==> config.mk <==
export PLATFORM = sky130hd
export DESIGN_NAME = sem_status_unit
export DESIGN_NICKNAME = d
export VERILOG_FILES = /design/src/logic/sem_pkg.sv /design/src/logic/sem_status_unit.sv /design/src/logic/sem_owner_mem.sv /design/src/logic/fault_record.sv
export SDC_FILE = /design/constraint.sdc
export NUM_CORES = 2
export LEC_CHECK = 0
export ABC_AREA = 1
export BUFFER_PORTS_ARGS = -buffer_cell sky130_fd_sc_hd__clkbuf_2
export CAP_MARGIN = 20
export CORE_ASPECT_RATIO = 1.4
export CORE_MARGIN = 4
export CORE_UTILIZATION = 28
export CTS_CLUSTER_SIZE = 8
export DETAILED_ROUTE_END_ITERATION = 6
export GPL_TIMING_DRIVEN = 0
export PLACE_DENSITY_LB_ADDON = 0.1
export SLEW_MARGIN = 10
export SYNTH_ARGS = -nofsm -noshare
export SYNTH_HDL_FRONTEND = slang
export SYNTH_SLANG_ARGS = --single-unit
==> constraint.sdc <==
create_clock -name clk_sys -period 3 [get_ports clk_sys]
set_clock_uncertainty 0.05 [all_clocks]
set_input_delay 0.3 -clock clk_sys [delete_from_list [all_inputs] [get_ports clk_sys]]
set_output_delay 0.3 -clock clk_sys [all_outputs]
set_load 0.01 [all_outputs]
==> src/logic/sem_pkg.sv <==
// Shared constants and types for the semaphore status and fault block.
package sem_pkg;
  // Sizes of the semaphore array and of the core population.
  localparam int NUM_SEM     = 32;
  localparam int NUM_MASTERS = 3;
  localparam int ADDR_W      = 12;

  // Byte offsets of the registers on the APB port.
  localparam logic [11:0] OFS_REARM    = 12'h00c;
  localparam logic [11:0] OFS_QUERY    = 12'h300;
  localparam logic [11:0] OFS_FLAG     = 12'h400;
  localparam logic [11:0] OFS_FLAGSET  = 12'h480;
  localparam logic [11:0] OFS_FAULT    = 12'h500;
  localparam logic [11:0] OFS_FAULTCLR = 12'h504;

  // Field positions shared by the query word and the fault record.
  localparam int OWNER_LSB  = 8;
  localparam int OWNER_MSB  = 15;
  localparam int SEMIDX_LSB = 3;
  localparam int SEMIDX_MSB = 7;
  localparam int CODE_MSB   = 2;
  localparam int GRANT_BIT  = 0;

  // Re-arm select value for the shared error line.
  localparam logic [7:0] SEL_ERR_REARM = 8'h10;

  // Fault codes.
  localparam logic [2:0] ERR_NONE         = 3'h0;
  localparam logic [2:0] ERR_FREE_IDLE    = 3'h1;
  localparam logic [2:0] ERR_NOT_OWNER    = 3'h2;
  localparam logic [2:0] ERR_ALREADY_HELD = 3'h3;
  localparam logic [2:0] ERR_DUP_PEND     = 3'h4;

  typedef logic [7:0] master_t;
  typedef logic [4:0] sem_idx_t;

  // APB slave phases, Gray coded along IDLE, WAIT, DONE.
  typedef enum logic [1:0] {
    PH_IDLE = 2'b00,
    PH_WAIT = 2'b01,
    PH_DONE = 2'b11
  } phase_e;
endpackage : sem_pkg

==> src/logic/sem_status_unit.sv <==
// Semaphore status, ownership bitmaps, fault record and re-arm over APB.
//
// The address map and register access over APB are this design's own decisions.
`timescale 1ns/1ps
// Overview of operation
// RULE1 - Query bits 31..16 read zero and ignore writes.
// RULE2 - Query owner field shows holder while taken, zero while free.
// RULE3 - Query read shows grant state in bit 0, never grants.
// RULE4 - Query write 0 requests the semaphore, write 1 releases it.
// RULE5 - Per-master bitmap bit y is one while that master holds y.
// RULE6 - Each core has its own bitmap and set register.
// RULE7 - Writing one to a bitmap bit clears it.
// RULE8 - Writing one to a set register bit sets the bitmap bit.
// RULE9 - Fault record captures every acquire or release fault.
// RULE10 - Fault record bits 15..8 hold the offending master.
// RULE11 - Fault record bits 7..3 hold the semaphore index.
// RULE12 - Fault code reads 000 while no fault is recorded.
// RULE13 - Releasing a free semaphore records code 001.
// RULE14 - Releasing a semaphore held by another master records 010.
// RULE15 - Acquiring a semaphore already held by itself records 011.
// RULE16 - Acquiring with own request already pending records 100.
// RULE17 - Writing the fault clear register erases the fault code.
// RULE18 - Software clears the fault then writes the re-arm register.
// RULE19 - Reading a query register leaves the semaphore unchanged.
// RULE20 - Re-arm 0x10 enables error line, 0..2 enable core lines.
// RULE21 - Error line fires once per fault until re-armed.
module sem_status_unit
  import sem_pkg::*;
(
  // Clock and reset.
  input  wire logic               clk_sys,
  input  wire logic               reset_n,
  // APB slave port.
  input  wire logic               psel,
  input  wire logic               penable,
  input  wire logic               pwrite,
  input  wire logic [11:0]        paddr,
  input  wire logic [31:0]        pwdata,
  output logic [31:0]             prdata,
  output logic                    pready,
  output logic                    pslverr,
  // Number of the master issuing the current transfer.
  input  wire sem_pkg::master_t   requesterId,
  // Event lines.
  output logic                    errIrq,
  output logic [NUM_MASTERS-1:0]  semIrq
);
  import sem_pkg::*;

  typedef struct packed {
    phase_e                             phase;
    logic                               pready;
    logic                               pslverr;
    logic [31:0]                        prdata;
    logic [NUM_SEM-1:0]                 taken;
    logic [NUM_MASTERS-1:0][NUM_SEM-1:0] flags;
    logic [NUM_MASTERS-1:0][NUM_SEM-1:0] pend;
    logic                               errArm;
    logic [NUM_MASTERS-1:0]             semArm;
    logic                               errIrq;
    logic [NUM_MASTERS-1:0]             semIrq;
  } state_s;

  state_s q;
  state_s d;

  // Address window check for an array of word registers.
  function automatic logic inRange(input logic [11:0] a,
                                   input logic [11:0] base,
                                   input int n);
    inRange = (a >= base) && (32'(a) < 32'(base) + 4 * n) &&
              (a[1:0] == 2'b00);
  endfunction : inRange

  // Word index within such an array.
  function automatic sem_idx_t regIdx(input logic [11:0] a,
                                      input logic [11:0] base);
    logic [11:0] diff;
    diff = a - base;
    regIdx = diff[6:2];
  endfunction : regIdx

  logic        hitQuery;
  logic        hitFlag;
  logic        hitFlagSet;
  logic        hitFault;
  logic        hitFaultClr;
  logic        hitRearm;
  logic        mapped;
  sem_idx_t    idx;
  logic [1:0]  mIdx;
  logic        idOk;
  logic        doneWr;
  logic [7:0]  ownRd;
  logic [15:0] faultRec;
  logic        recEv;
  logic [2:0]  recCode;
  logic        memWe;
  master_t     memWd;

  // Decode is held steady by the master for the whole transfer.
  assign hitQuery    = inRange(paddr, OFS_QUERY, NUM_SEM);
  assign hitFlag     = inRange(paddr, OFS_FLAG, NUM_MASTERS);  // see RULE6
  assign hitFlagSet  = inRange(paddr, OFS_FLAGSET, NUM_MASTERS);
  assign hitFault    = (paddr == OFS_FAULT);
  assign hitFaultClr = (paddr == OFS_FAULTCLR);
  assign hitRearm    = (paddr == OFS_REARM);
  assign mapped      = hitQuery | hitFlag | hitFlagSet | hitFault |
                       hitFaultClr | (hitRearm & pwrite);
  assign idx         = hitQuery ? regIdx(paddr, OFS_QUERY) :
                       hitFlag ? regIdx(paddr, OFS_FLAG) :
                       regIdx(paddr, OFS_FLAGSET);
  assign mIdx        = requesterId[1:0];
  assign idOk        = requesterId < 8'(NUM_MASTERS);
  assign doneWr      = (q.phase == PH_DONE) && psel && penable && pwrite;

  // The owner table is read during setup so data is ready in access.
  sem_owner_mem u_owner (
    .clk_sys (clk_sys),
    .reset_n (reset_n),
    .rdAddr  (idx),
    .rdData  (ownRd),
    .wrEn    (memWe),
    .wrAddr  (idx),
    .wrData  (memWd)
  );

  fault_record u_fault (
    .clk_sys   (clk_sys),
    .reset_n   (reset_n),
    .capture   (recEv),
    .masterNum (requesterId),
    .semIdx    (idx),
    .code      (recCode),
    .clear     (doneWr & hitFaultClr),  // see RULE17
    .record    (faultRec)
  );

  // Transfer phases, register reads and every write side effect except the fault clear.
  always_comb begin
    logic            found;
    logic [1:0]      nxt;
    logic [31:0]     rd;
    found   = 1'b0;
    nxt     = 2'd0;
    rd      = '0;
    d       = q;
    d.errIrq = 1'b0;
    d.semIrq = '0;
    recEv   = 1'b0;
    recCode = ERR_NONE;
    memWe   = 1'b0;
    memWd   = requesterId;
    case (q.phase)
      PH_IDLE: begin
        if (psel && !penable) begin
          d.phase = PH_WAIT;
        end
      end
      PH_WAIT: begin
        // Reads have no side effect on any semaphore.  see RULE19
        if (hitQuery) begin
          rd[OWNER_MSB:OWNER_LSB] = q.taken[idx] ? ownRd : 8'h00;  // see RULE2
          rd[GRANT_BIT] = ~q.taken[idx];  // see RULE3
        end else if (hitFlag) begin
          rd = q.flags[idx[1:0]];  // see RULE5
        end else if (hitFault) begin
          rd[15:0] = faultRec;  // see RULE12
        end
        d.prdata  = pwrite ? 32'h0000_0000 : rd;  // see RULE1
        d.pslverr = ~mapped;
        d.pready  = 1'b1;
        d.phase   = PH_DONE;
      end
      PH_DONE: begin
        d.pready  = 1'b0;
        d.pslverr = 1'b0;
        d.prdata  = '0;
        d.phase   = PH_IDLE;
        if (doneWr && hitQuery && pwdata[GRANT_BIT]) begin
          // Release; only bit 0 of the word matters.  see RULE4
          if (!q.taken[idx]) begin
            recEv   = 1'b1;
            recCode = ERR_FREE_IDLE;  // see RULE13
          end else if (ownRd != requesterId) begin
            recEv   = 1'b1;
            recCode = ERR_NOT_OWNER;  // see RULE14
          end else begin
            if (idOk) begin
              d.flags[mIdx][idx] = 1'b0;
            end
            // Fixed priority hand-over to the lowest pending core.
            for (int m = NUM_MASTERS - 1; m >= 0; m--) begin
              if (q.pend[m][idx]) begin
                found = 1'b1;
                nxt   = 2'(m);
              end
            end
            if (found) begin
              d.pend[nxt][idx]  = 1'b0;
              d.flags[nxt][idx] = 1'b1;
              memWe             = 1'b1;
              memWd             = {6'h00, nxt};
              if (q.semArm[nxt]) begin
                d.semIrq[nxt] = 1'b1;
                d.semArm[nxt] = 1'b0;
              end
            end else begin
              d.taken[idx] = 1'b0;
            end
          end
        end else if (doneWr && hitQuery) begin
          // Acquisition request.  see RULE4
          if (q.taken[idx] && ownRd == requesterId) begin
            recEv   = 1'b1;
            recCode = ERR_ALREADY_HELD;  // see RULE15
          end else if (idOk && q.pend[mIdx][idx]) begin
            recEv   = 1'b1;
            recCode = ERR_DUP_PEND;  // see RULE16
          end else if (!q.taken[idx]) begin
            d.taken[idx] = 1'b1;
            memWe        = 1'b1;
            if (idOk) begin
              d.flags[mIdx][idx] = 1'b1;
              if (q.semArm[mIdx]) begin
                d.semIrq[mIdx] = 1'b1;
                d.semArm[mIdx] = 1'b0;
              end
            end
          end else if (idOk) begin
            d.pend[mIdx][idx] = 1'b1;
          end
        end
        if (doneWr && hitFlag) begin
          d.flags[idx[1:0]] = q.flags[idx[1:0]] & ~pwdata;  // see RULE7
        end
        if (doneWr && hitFlagSet) begin
          d.flags[idx[1:0]] = q.flags[idx[1:0]] | pwdata;  // see RULE8
        end
        if (doneWr && hitRearm) begin
          if (pwdata[7:0] == SEL_ERR_REARM) begin
            d.errArm = 1'b1;  // see RULE20
          end else if (pwdata[7:0] < 8'(NUM_MASTERS)) begin
            d.semArm[pwdata[1:0]] = 1'b1;  // see RULE20
          end
        end
        // One pulse per fault, then silent until re-armed.
        if (recEv && q.errArm) begin
          d.errIrq = 1'b1;  // see RULE21
          d.errArm = 1'b0;
        end
      end
      default: begin
        d.phase = PH_IDLE;
      end
    endcase
  end

  always_ff @(posedge clk_sys or negedge reset_n) begin
    if (!reset_n) begin
      q        <= '0;
      q.errArm <= 1'b1;
      q.semArm <= '1;
    end else begin
      q <= d;
    end
  end

  // All outputs come straight from the state register.
  assign prdata  = q.prdata;
  assign pready  = q.pready;
  assign pslverr = q.pslverr;
  assign errIrq  = q.errIrq;
  assign semIrq  = q.semIrq;
endmodule : sem_status_unit

==> src/logic/sem_owner_mem.sv <==
// Owner table: one master number per semaphore, registered read port.
`timescale 1ns/1ps
module sem_owner_mem
  import sem_pkg::*;
(
  // Clock and reset.
  input  wire logic               clk_sys,
  input  wire logic               reset_n,
  // Read port.
  input  wire sem_pkg::sem_idx_t  rdAddr,
  output logic [7:0]              rdData,
  // Write port.
  input  wire logic               wrEn,
  input  wire sem_pkg::sem_idx_t  wrAddr,
  input  wire sem_pkg::master_t   wrData
);
  typedef struct packed {
    logic [NUM_SEM-1:0][7:0] mem;
    logic [7:0]              rd;
  } mem_s;

  mem_s q;
  mem_s d;

  // Read data always comes out of a register, one cycle after the address.
  always_comb begin
    d = q;
    d.rd = q.mem[rdAddr];
    if (wrEn) begin
      d.mem[wrAddr] = wrData;
    end
  end

  always_ff @(posedge clk_sys or negedge reset_n) begin
    if (!reset_n) begin
      q <= '0;
    end else begin
      q <= d;
    end
  end

  assign rdData = q.rd;
endmodule : sem_owner_mem

==> src/logic/fault_record.sv <==
// Access fault record: offending master, semaphore index and fault code.
`timescale 1ns/1ps
module fault_record
  import sem_pkg::*;
(
  // Clock and reset.
  input  wire logic               clk_sys,
  input  wire logic               reset_n,
  // Capture of a new fault.
  input  wire logic               capture,
  input  wire sem_pkg::master_t   masterNum,
  input  wire sem_pkg::sem_idx_t  semIdx,
  input  wire logic [2:0]         code,
  // Software clear of the code.
  input  wire logic               clear,
  output logic [15:0]             record
);
  typedef struct packed {
    logic [15:0] rec;
  } rec_s;

  rec_s q;
  rec_s d;

  // A fault in the clear cycle wins, so it is never lost.
  always_comb begin
    d = q;
    if (capture) begin
      d.rec = {masterNum, semIdx, code};  // see RULE9 RULE10 RULE11
    end else if (clear) begin
      d.rec[CODE_MSB:0] = ERR_NONE;  // see RULE17
    end
  end

  always_ff @(posedge clk_sys or negedge reset_n) begin
    if (!reset_n) begin
      q <= '0;
    end else begin
      q <= d;
    end
  end

  assign record = q.rec;
endmodule : fault_record

* Word-level counts from Yosys, hierarchy flattened
Cells that the tools add are included.
** Operators by class
- $add $sub $neg :: 3
- Magnitude comparators :: 18
- Equal/unequal tests :: 19
- Muxes and demuxes :: 149
- Bitwise logic cells :: 27
- Reductions and logical operators :: 33
** Operator list (number)
- $mux 224 :: 7
- $mux 96 :: 11
- $or 96x96->96 :: 3
- $bwmux 256 :: 1
- $mux 32 :: 7
- $and 96x96->96 :: 2
- $bwmux 96 :: 2
- $demux 32 s2 :: 3
- $mux 192 :: 1
- $not 96->96 :: 2
- $bmux 32 s2 :: 2
- $mux 128 :: 1
- $mux 3 :: 32
- $mux 8 :: 9
- $pmux 34 s2 :: 1
- $and 32x32->32 :: 2
- $mux 16 :: 4
- $not 32->32 :: 2
- $or 32x32->32 :: 2
- $bmux 8 s5 :: 1
- $demux 8 s5 :: 1
- $mux 1 :: 39
- $bmux 1 s5 :: 5
- $eq 12x11->1 const B :: 2
- other kinds (41) :: 107
** Word-level totals
- Register bits after elaboration :: 548
- Input port bits :: 57
- Output and inout bits :: 38
- Word-level logic and storage cells :: 299

* Longest topological paths before layout
- Depth after elaboration :: 31
- Gate-level depth with buffers :: 23
- Depth with buffers taken out :: 20

* Modules after synthesis
A second synthesis with hierarchy kept.
** Unflattened totals
- Cell total of the unflattened synthesis :: 5313
- Area, all modules :: 34608.2 um^2
** By module, submodules not included
- sem_status_unit :: instances 1, cells each 3735, area an instance 21991.1 um^2, sequential area each 6711.4 um^2
- sem_owner_mem :: instances 1, cells each 1510, area an instance 11982.7 um^2, sequential area each 6606.3 um^2
- fault_record :: instances 1, cells each 68, area an instance 634.4 um^2, sequential area each 400.4 um^2

* Worst setup path after synthesis
Ideal clock, no wire load.
- Path type :: input to register
- From :: input port paddr[3]
- To :: register u_owner.q[85] in the netlist's numbering
- Data arrival time :: 2.309 ns
- Data required time :: 2.818 ns
- Slack :: 0.508 ns
- Stages :: 20
- Path buffers :: 4
- Cell sequence :: buf_4 -> nand2_2 -> buf_4 -> nor2_1 -> a21oi_1 -> nand2_1 -> nand2_1 -> nand2_1 -> nor2_1 -> nand2_4 -> nor2_8 -> nand2_4 -> nor2_4 -> inv_2 -> nand2_4 -> buf_12 -> nand2_4 -> buf_4 -> nand2_1 -> o21ai_1
** On the way
- Word-level cells in the longest chain between the ends :: 20
- Elaborated cells between the ends (all ways) :: 54
- Classes of those cells :: 3 x add/sub; 6 x order compare; 36 x mux; 9 x reduce/logical
** RTL lines
- start: declaration :: RTL line sem_status_unit.sv:37 : input wire logic [11:0] paddr,
- $ge 12x11->1 or $lt 12x11->1 (tied branches) :: RTL line sem_status_unit.sv:71 : inRange = (a >= base) && (32'(a) < 32'(base) + 4 * n) &&
- $logic_and 1x1->1 (2 in a row) :: RTL line sem_status_unit.sv:71
- $mux 5 :: RTL line sem_status_unit.sv:111 : hitFlag ? regIdx(paddr, OFS_FLAG) :
- $mux 5 :: RTL line sem_status_unit.sv:110 : assign idx = hitQuery ? regIdx(paddr, OFS_QUERY) :
- $bmux 1 s5 :: RTL line sem_status_unit.sv:194 : if (q.pend[m][idx]) begin
- $mux 1 (implied by the code) :: RTL line sem_status_unit.sv:194
- $mux 1 (3 in a row) :: RTL line sem_status_unit.sv:194
- $mux 1 :: RTL line sem_status_unit.sv:185 : end else if (ownRd != requesterId) begin
- $mux 1 :: RTL line sem_status_unit.sv:182 : if (!q.taken[idx]) begin
- $mux 1 :: RTL line sem_status_unit.sv:180 : if (doneWr && hitQuery && pwdata[GRANT_BIT]) begin
- $mux 1 :: RTL line sem_status_unit.sv:154 : case (q.phase)
- $mux 8 :: RTL line sem_status_unit.sv:199 : if (found) begin
- $mux 8 :: RTL line sem_status_unit.sv:185
- $mux 8 :: RTL line sem_status_unit.sv:182
- $mux 8 :: RTL line sem_status_unit.sv:180
- $mux 8 :: RTL line sem_status_unit.sv:154
- $bwmux 256 :: RTL line sem_owner_mem.sv:30 : d.mem[wrAddr] = wrData;
- end signal: assignment :: RTL line sem_owner_mem.sv:36 : q <= '0;
- end signal: assignment :: RTL line sem_owner_mem.sv:38 : q <= d;
- end: declaration :: RTL line sem_owner_mem.sv:22 : mem_s q;
Parallel ways exist; a longest one is shown, timed or not. The select of a mux whose other input is x is not followed.
A chain may end at the register's enable or synchronous reset.

==> metrics.md <==
| Metric | Value |
|---|---|
| Max cap viols | 0 |
| Initial antenna violation count | 11 |
| Tmin final | 3000 ps |
| Initial Util | 0.283 |
| Hold Vio Cnt, Final | 0 |
| Fin crit share | 1.00 |
| Most frequent cells after synthesis | nand2_1 (1174), dfrtp_1 (544), nor2_1 (506), a21oi_1 (462), o21ai_0 (414) |
| Critical path, cell by cell | clkbuf_2 -> buf_4 -> nand2_2 -> inv_2 -> clkbuf_1 -> clkbuf_1 -> a22oi_1 -> a21oi_1 -> nor4_1 -> nand2_1 |
| YS warnings | 0 |
| Avg Inst Size Synth | 7.10 um^2 |
| Top cell family by delay on the critical path | buffers and inverters |
| Failing checks | design-rule violations, negative setup slack |
| Run status | finished, violations left |
| Slew headroom | 0.160 |
| Fill cell count | 12800 |
| CTS tree | built |
| Sink of the worst hold path | q[111]$_DFFE_PN0P_ |
| Pin count of the biggest net entering global routing | 97 |
| Syn_nets | 4707 |
| H-tree depth | 3 |
| Routed WL | 209000 um |
| Top Ports | 95 |
| Area added between synthesis and finish | 21.2% |
| Register area | 0.0137 mm^2 |
| Reg2reg setup slack | -0.7 ps |
| Slowest-stage cell, CP | clkbuf_1 |
| Reg clk slew, reported paths | 60 ps |
| Pre-CTS WS | -2090 ps |
| Final setup violation count | 1 |
| Worst setup margin | -0.694 ps |
| DR DRC count | 1 |
| Async set-reset flop share out of synthesis | 1.00 |
| Crit Reg-Reg Endpoint | q[154]$_DFFE_PN0P_ |
| EDFF count, synth | 0 |
| Area of the multi-input gates | 0.0171 mm^2 |
| Die Height | 414 um |
| HPWL Detailed | 156000 um |
| Cell leakage power | 18.4 nW |
| Worst R2R Path Depth | 11 |
| Final Slew Violations | 0 |
| Post-synth top flop | dfrtp_1 |
| Crit end category | flip-flop |
| Crit path largest cell delay | 800 ps |
| Syn Inst Count | 4650 |
| RD Place Congestion | 1.01 |
| Die area | 0.124 mm^2 |
| CP bufs+invs | 5 |
| HP Class | in2reg |
| RR Startpoint | q[266]$_DFFE_PN0P_ |
| DR WL/cell | 32.4 um |
| Total global routing overflow | 0 |
| Clock Latency Late Sink | 720 ps |
| Port Buffers | 93 |
| Ranking of synthesized cells by area | dfrtp_1 (41%), nand2_1 (13%), a21oi_1 (7.0%) |
| Arr. time, crit path | 3540 ps |
| Critical path type | in2reg |
| Hold depth | 5 |
| Routed Antenna Nets | 0 |
| Worst Setup Start Kind | primary input |
| Most frequent cell after synthesis | nand2_1 |
| Vias/cell | 5.71 |
| Peak supply drop | 0.391 mV |
| Synth unique cells | 49 |
| Total power | 20.3 mW |
| Fmax | 0.333 GHz |
| CTS sink cnt | 548 |
| Detailed-route via count | 36900 |
| Core area | 0.117 mm^2 |
| Post-synthesis cell area | 0.0330 mm^2 |
| Core Rows | 148 |
| Vias in the first global route | 35800 |
| Drt pass-1 iters | 7 |
| Gr usage total | 0.329 |
| Worst Tran Pin Value | 1260 ps |
| Critical path data required time | 3540 ps |
| Die Width | 298 um |
| Number of buffers created by CTS | 80 |
| Yosys reg bits | 548 |
| Post-synth top area cell | dfrtp_1 |
| DRC marker count from the first detailed-route iteration | 4059 |
| Most Frequent Cell on Critical Path | clkbuf_1 |
| Worst-path fanout max | 10 |
| Max clock buf depth | 3 |
| Root Driver | clkbuf_16 |
| First-pass GRT wire length | 287000 um |
| Fin nets | 4991 |
| Pwr dens | 507 mW/mm^2 |
| Share of the synthesized area in the top cell type | 0.412 |
| Post-synthesis sequential area ratio | 0.415 |
| HP Start | pwdata[7] |
| Share of cells above drive strength 1 | 0.151 |
| RSZ-0062 raised after global routing | true |
## logic make-up (layout without fill, tap and decap cells)
group                     Yosys count  count (layout)  share of synthesized area
and+or+nand+nor                  2014            2014                      0.256
DFF                               548             548                      0.415
xor gates and xnor gates            5               5                    0.00133
AOI/OAI and AO/OA                1458            1458                      0.240
other                               0               2                          0
buffers and inverters             625             934                     0.0874
## registers in the layout (all words and copies together) (netlist names)
register        cells
errIrq              1
prdata             32
pready              1
pslverr             1
q                 230
semIrq              3
u_fault.record     16
u_owner.q         256
u_owner.rdData      8
## report_power, final
part / internal, mW / switching (mW) / leakage [nW] / total, mW
registers: 7.65 / 0.395 / 7.10 / 8.05
clock network: 4.92 / 3.88 / 1.10 / 8.81
logic: 0.894 / 2.53 / 10.2 / 3.43
## cells in the final DEF, fill, tap and decap left out, types with 5 or more instances in the layout
cell type	synthesis	layout
nand2_1	1174	1139
dfrtp_1	544	542
a21oi_1	462	456
nor2_1	506	431
o21ai_0	414	406
o21ai_1	335	343
inv_1	232	226
clkbuf_2	1	166
a22oi_1	132	132
clkbuf_1	209	126
nand3_1	109	102
buf_4	49	101
nand4_1	94	94
clkbuf_16	0	80
buf_6	33	49
nor2_4	4	43
nand2_4	34	39
nor2_2	2	38
buf_2	47	35
nand2_2	5	32
o21bai_1	32	32
dlygate4sd3_1	0	31
or2_2	30	30
nor3_1	30	29
a31oi_1	28	28
clkbuf_4	0	27
buf_1	33	19
nor4_1	18	17
a221oi_1	21	17
buf_8	0	17
buf_12	3	12
inv_2	14	11
o211ai_1	10	10
clkinvlp_4	0	7
a21oi_2	1	7
buf_16	0	7
o21a_1	6	6
nand3_4	0	5
o31ai_1	5	5
## worst max-delay path by stage
stage,startpoint,end,slack (ps),cells after the start
after global routing,paddr[3],u_owner.rdData[3]$_DFF_PN0_,-30,10
final,paddr[3],u_owner.rdData[4]$_DFF_PN0_,-0.7,10
after CTS,paddr[5],q[130]$_DFFE_PN0P_,-20,17
after floorplan,paddr[3],u_owner.q[85]$_DFFE_PN0P_,510,20
after global placement,reset_n,u_owner.q[147]$_DFFE_PN0P_,-13170,1
after detailed placement,paddr[2],q[146]$_DFFE_PN0P_,-2090,13
## per-stage QoR
stage	util	TNS, ps	std cells	instance area (um^2)	hold slack (ps)
2_1_floorplan	-	0	4650	33000	-45.6
3_3_place_gp	0.303	-7959460	6243	35400	401
3_5_place_dp	0.308	-775730	6273	35900	352
4_1_cts	0.338	-47.6	6434	39500	1.63
5_1_grt	0.343	-97.8	6459	40000	39.8
6_report	0.343	-0.694	6461	40000	22.0
## metal layers
| layer | global-route usage | wire [um] | part of all wire | vias up |
|---|---|---|---|---|
| li1 | - | - | - | 16200 |
| met1 | 0.354 | 72600 | 0.35 | 18000 |
| met2 | 0.537 | 97400 | 0.46 | 1936 |
| met3 | 0.0662 | 14500 | 0.069 | 778 |
| met4 | 0.316 | 25000 | 0.12 | 10 |
| met5 | 0 | 63 | 0.00030 | - |
## worst reg2reg max path: cells and delay by family, from the launching register on
family                 cells  cell delay (ps)
buffers and inverters      3             1190
and+or+nand+nor            7             1120
DFF                        1              440
AOI/OAI and AO/OA          1              120
## final cells by class
type	instances	share of cell area
Inverter	250	0.0245
Sequential cell	548	0.343
Timing Repair Buffer	203	0.0434
Clock inverter	9	0.00456
Tap cell	1500	0.0469
Multi-Input combinational cell	3477	0.428
Buffer	374	0.0573
Antenna cell	2	0.000125
Clock buffer	98	0.0525
## what timing repair did
| item | CTS | global route |
|---|---|---|
| gates resized for setup | 258 | 179 |
| pin swaps | 20 | 20 |
| buffers inserted | 23 | 23 |
| endpoints found under the setup margin | 535 | 532 |
| hold buffers | 31 | 0 |
| endpoints found under the hold margin | 127 | 0 |
No activity file was read; power rests on OpenSTA's default activity.
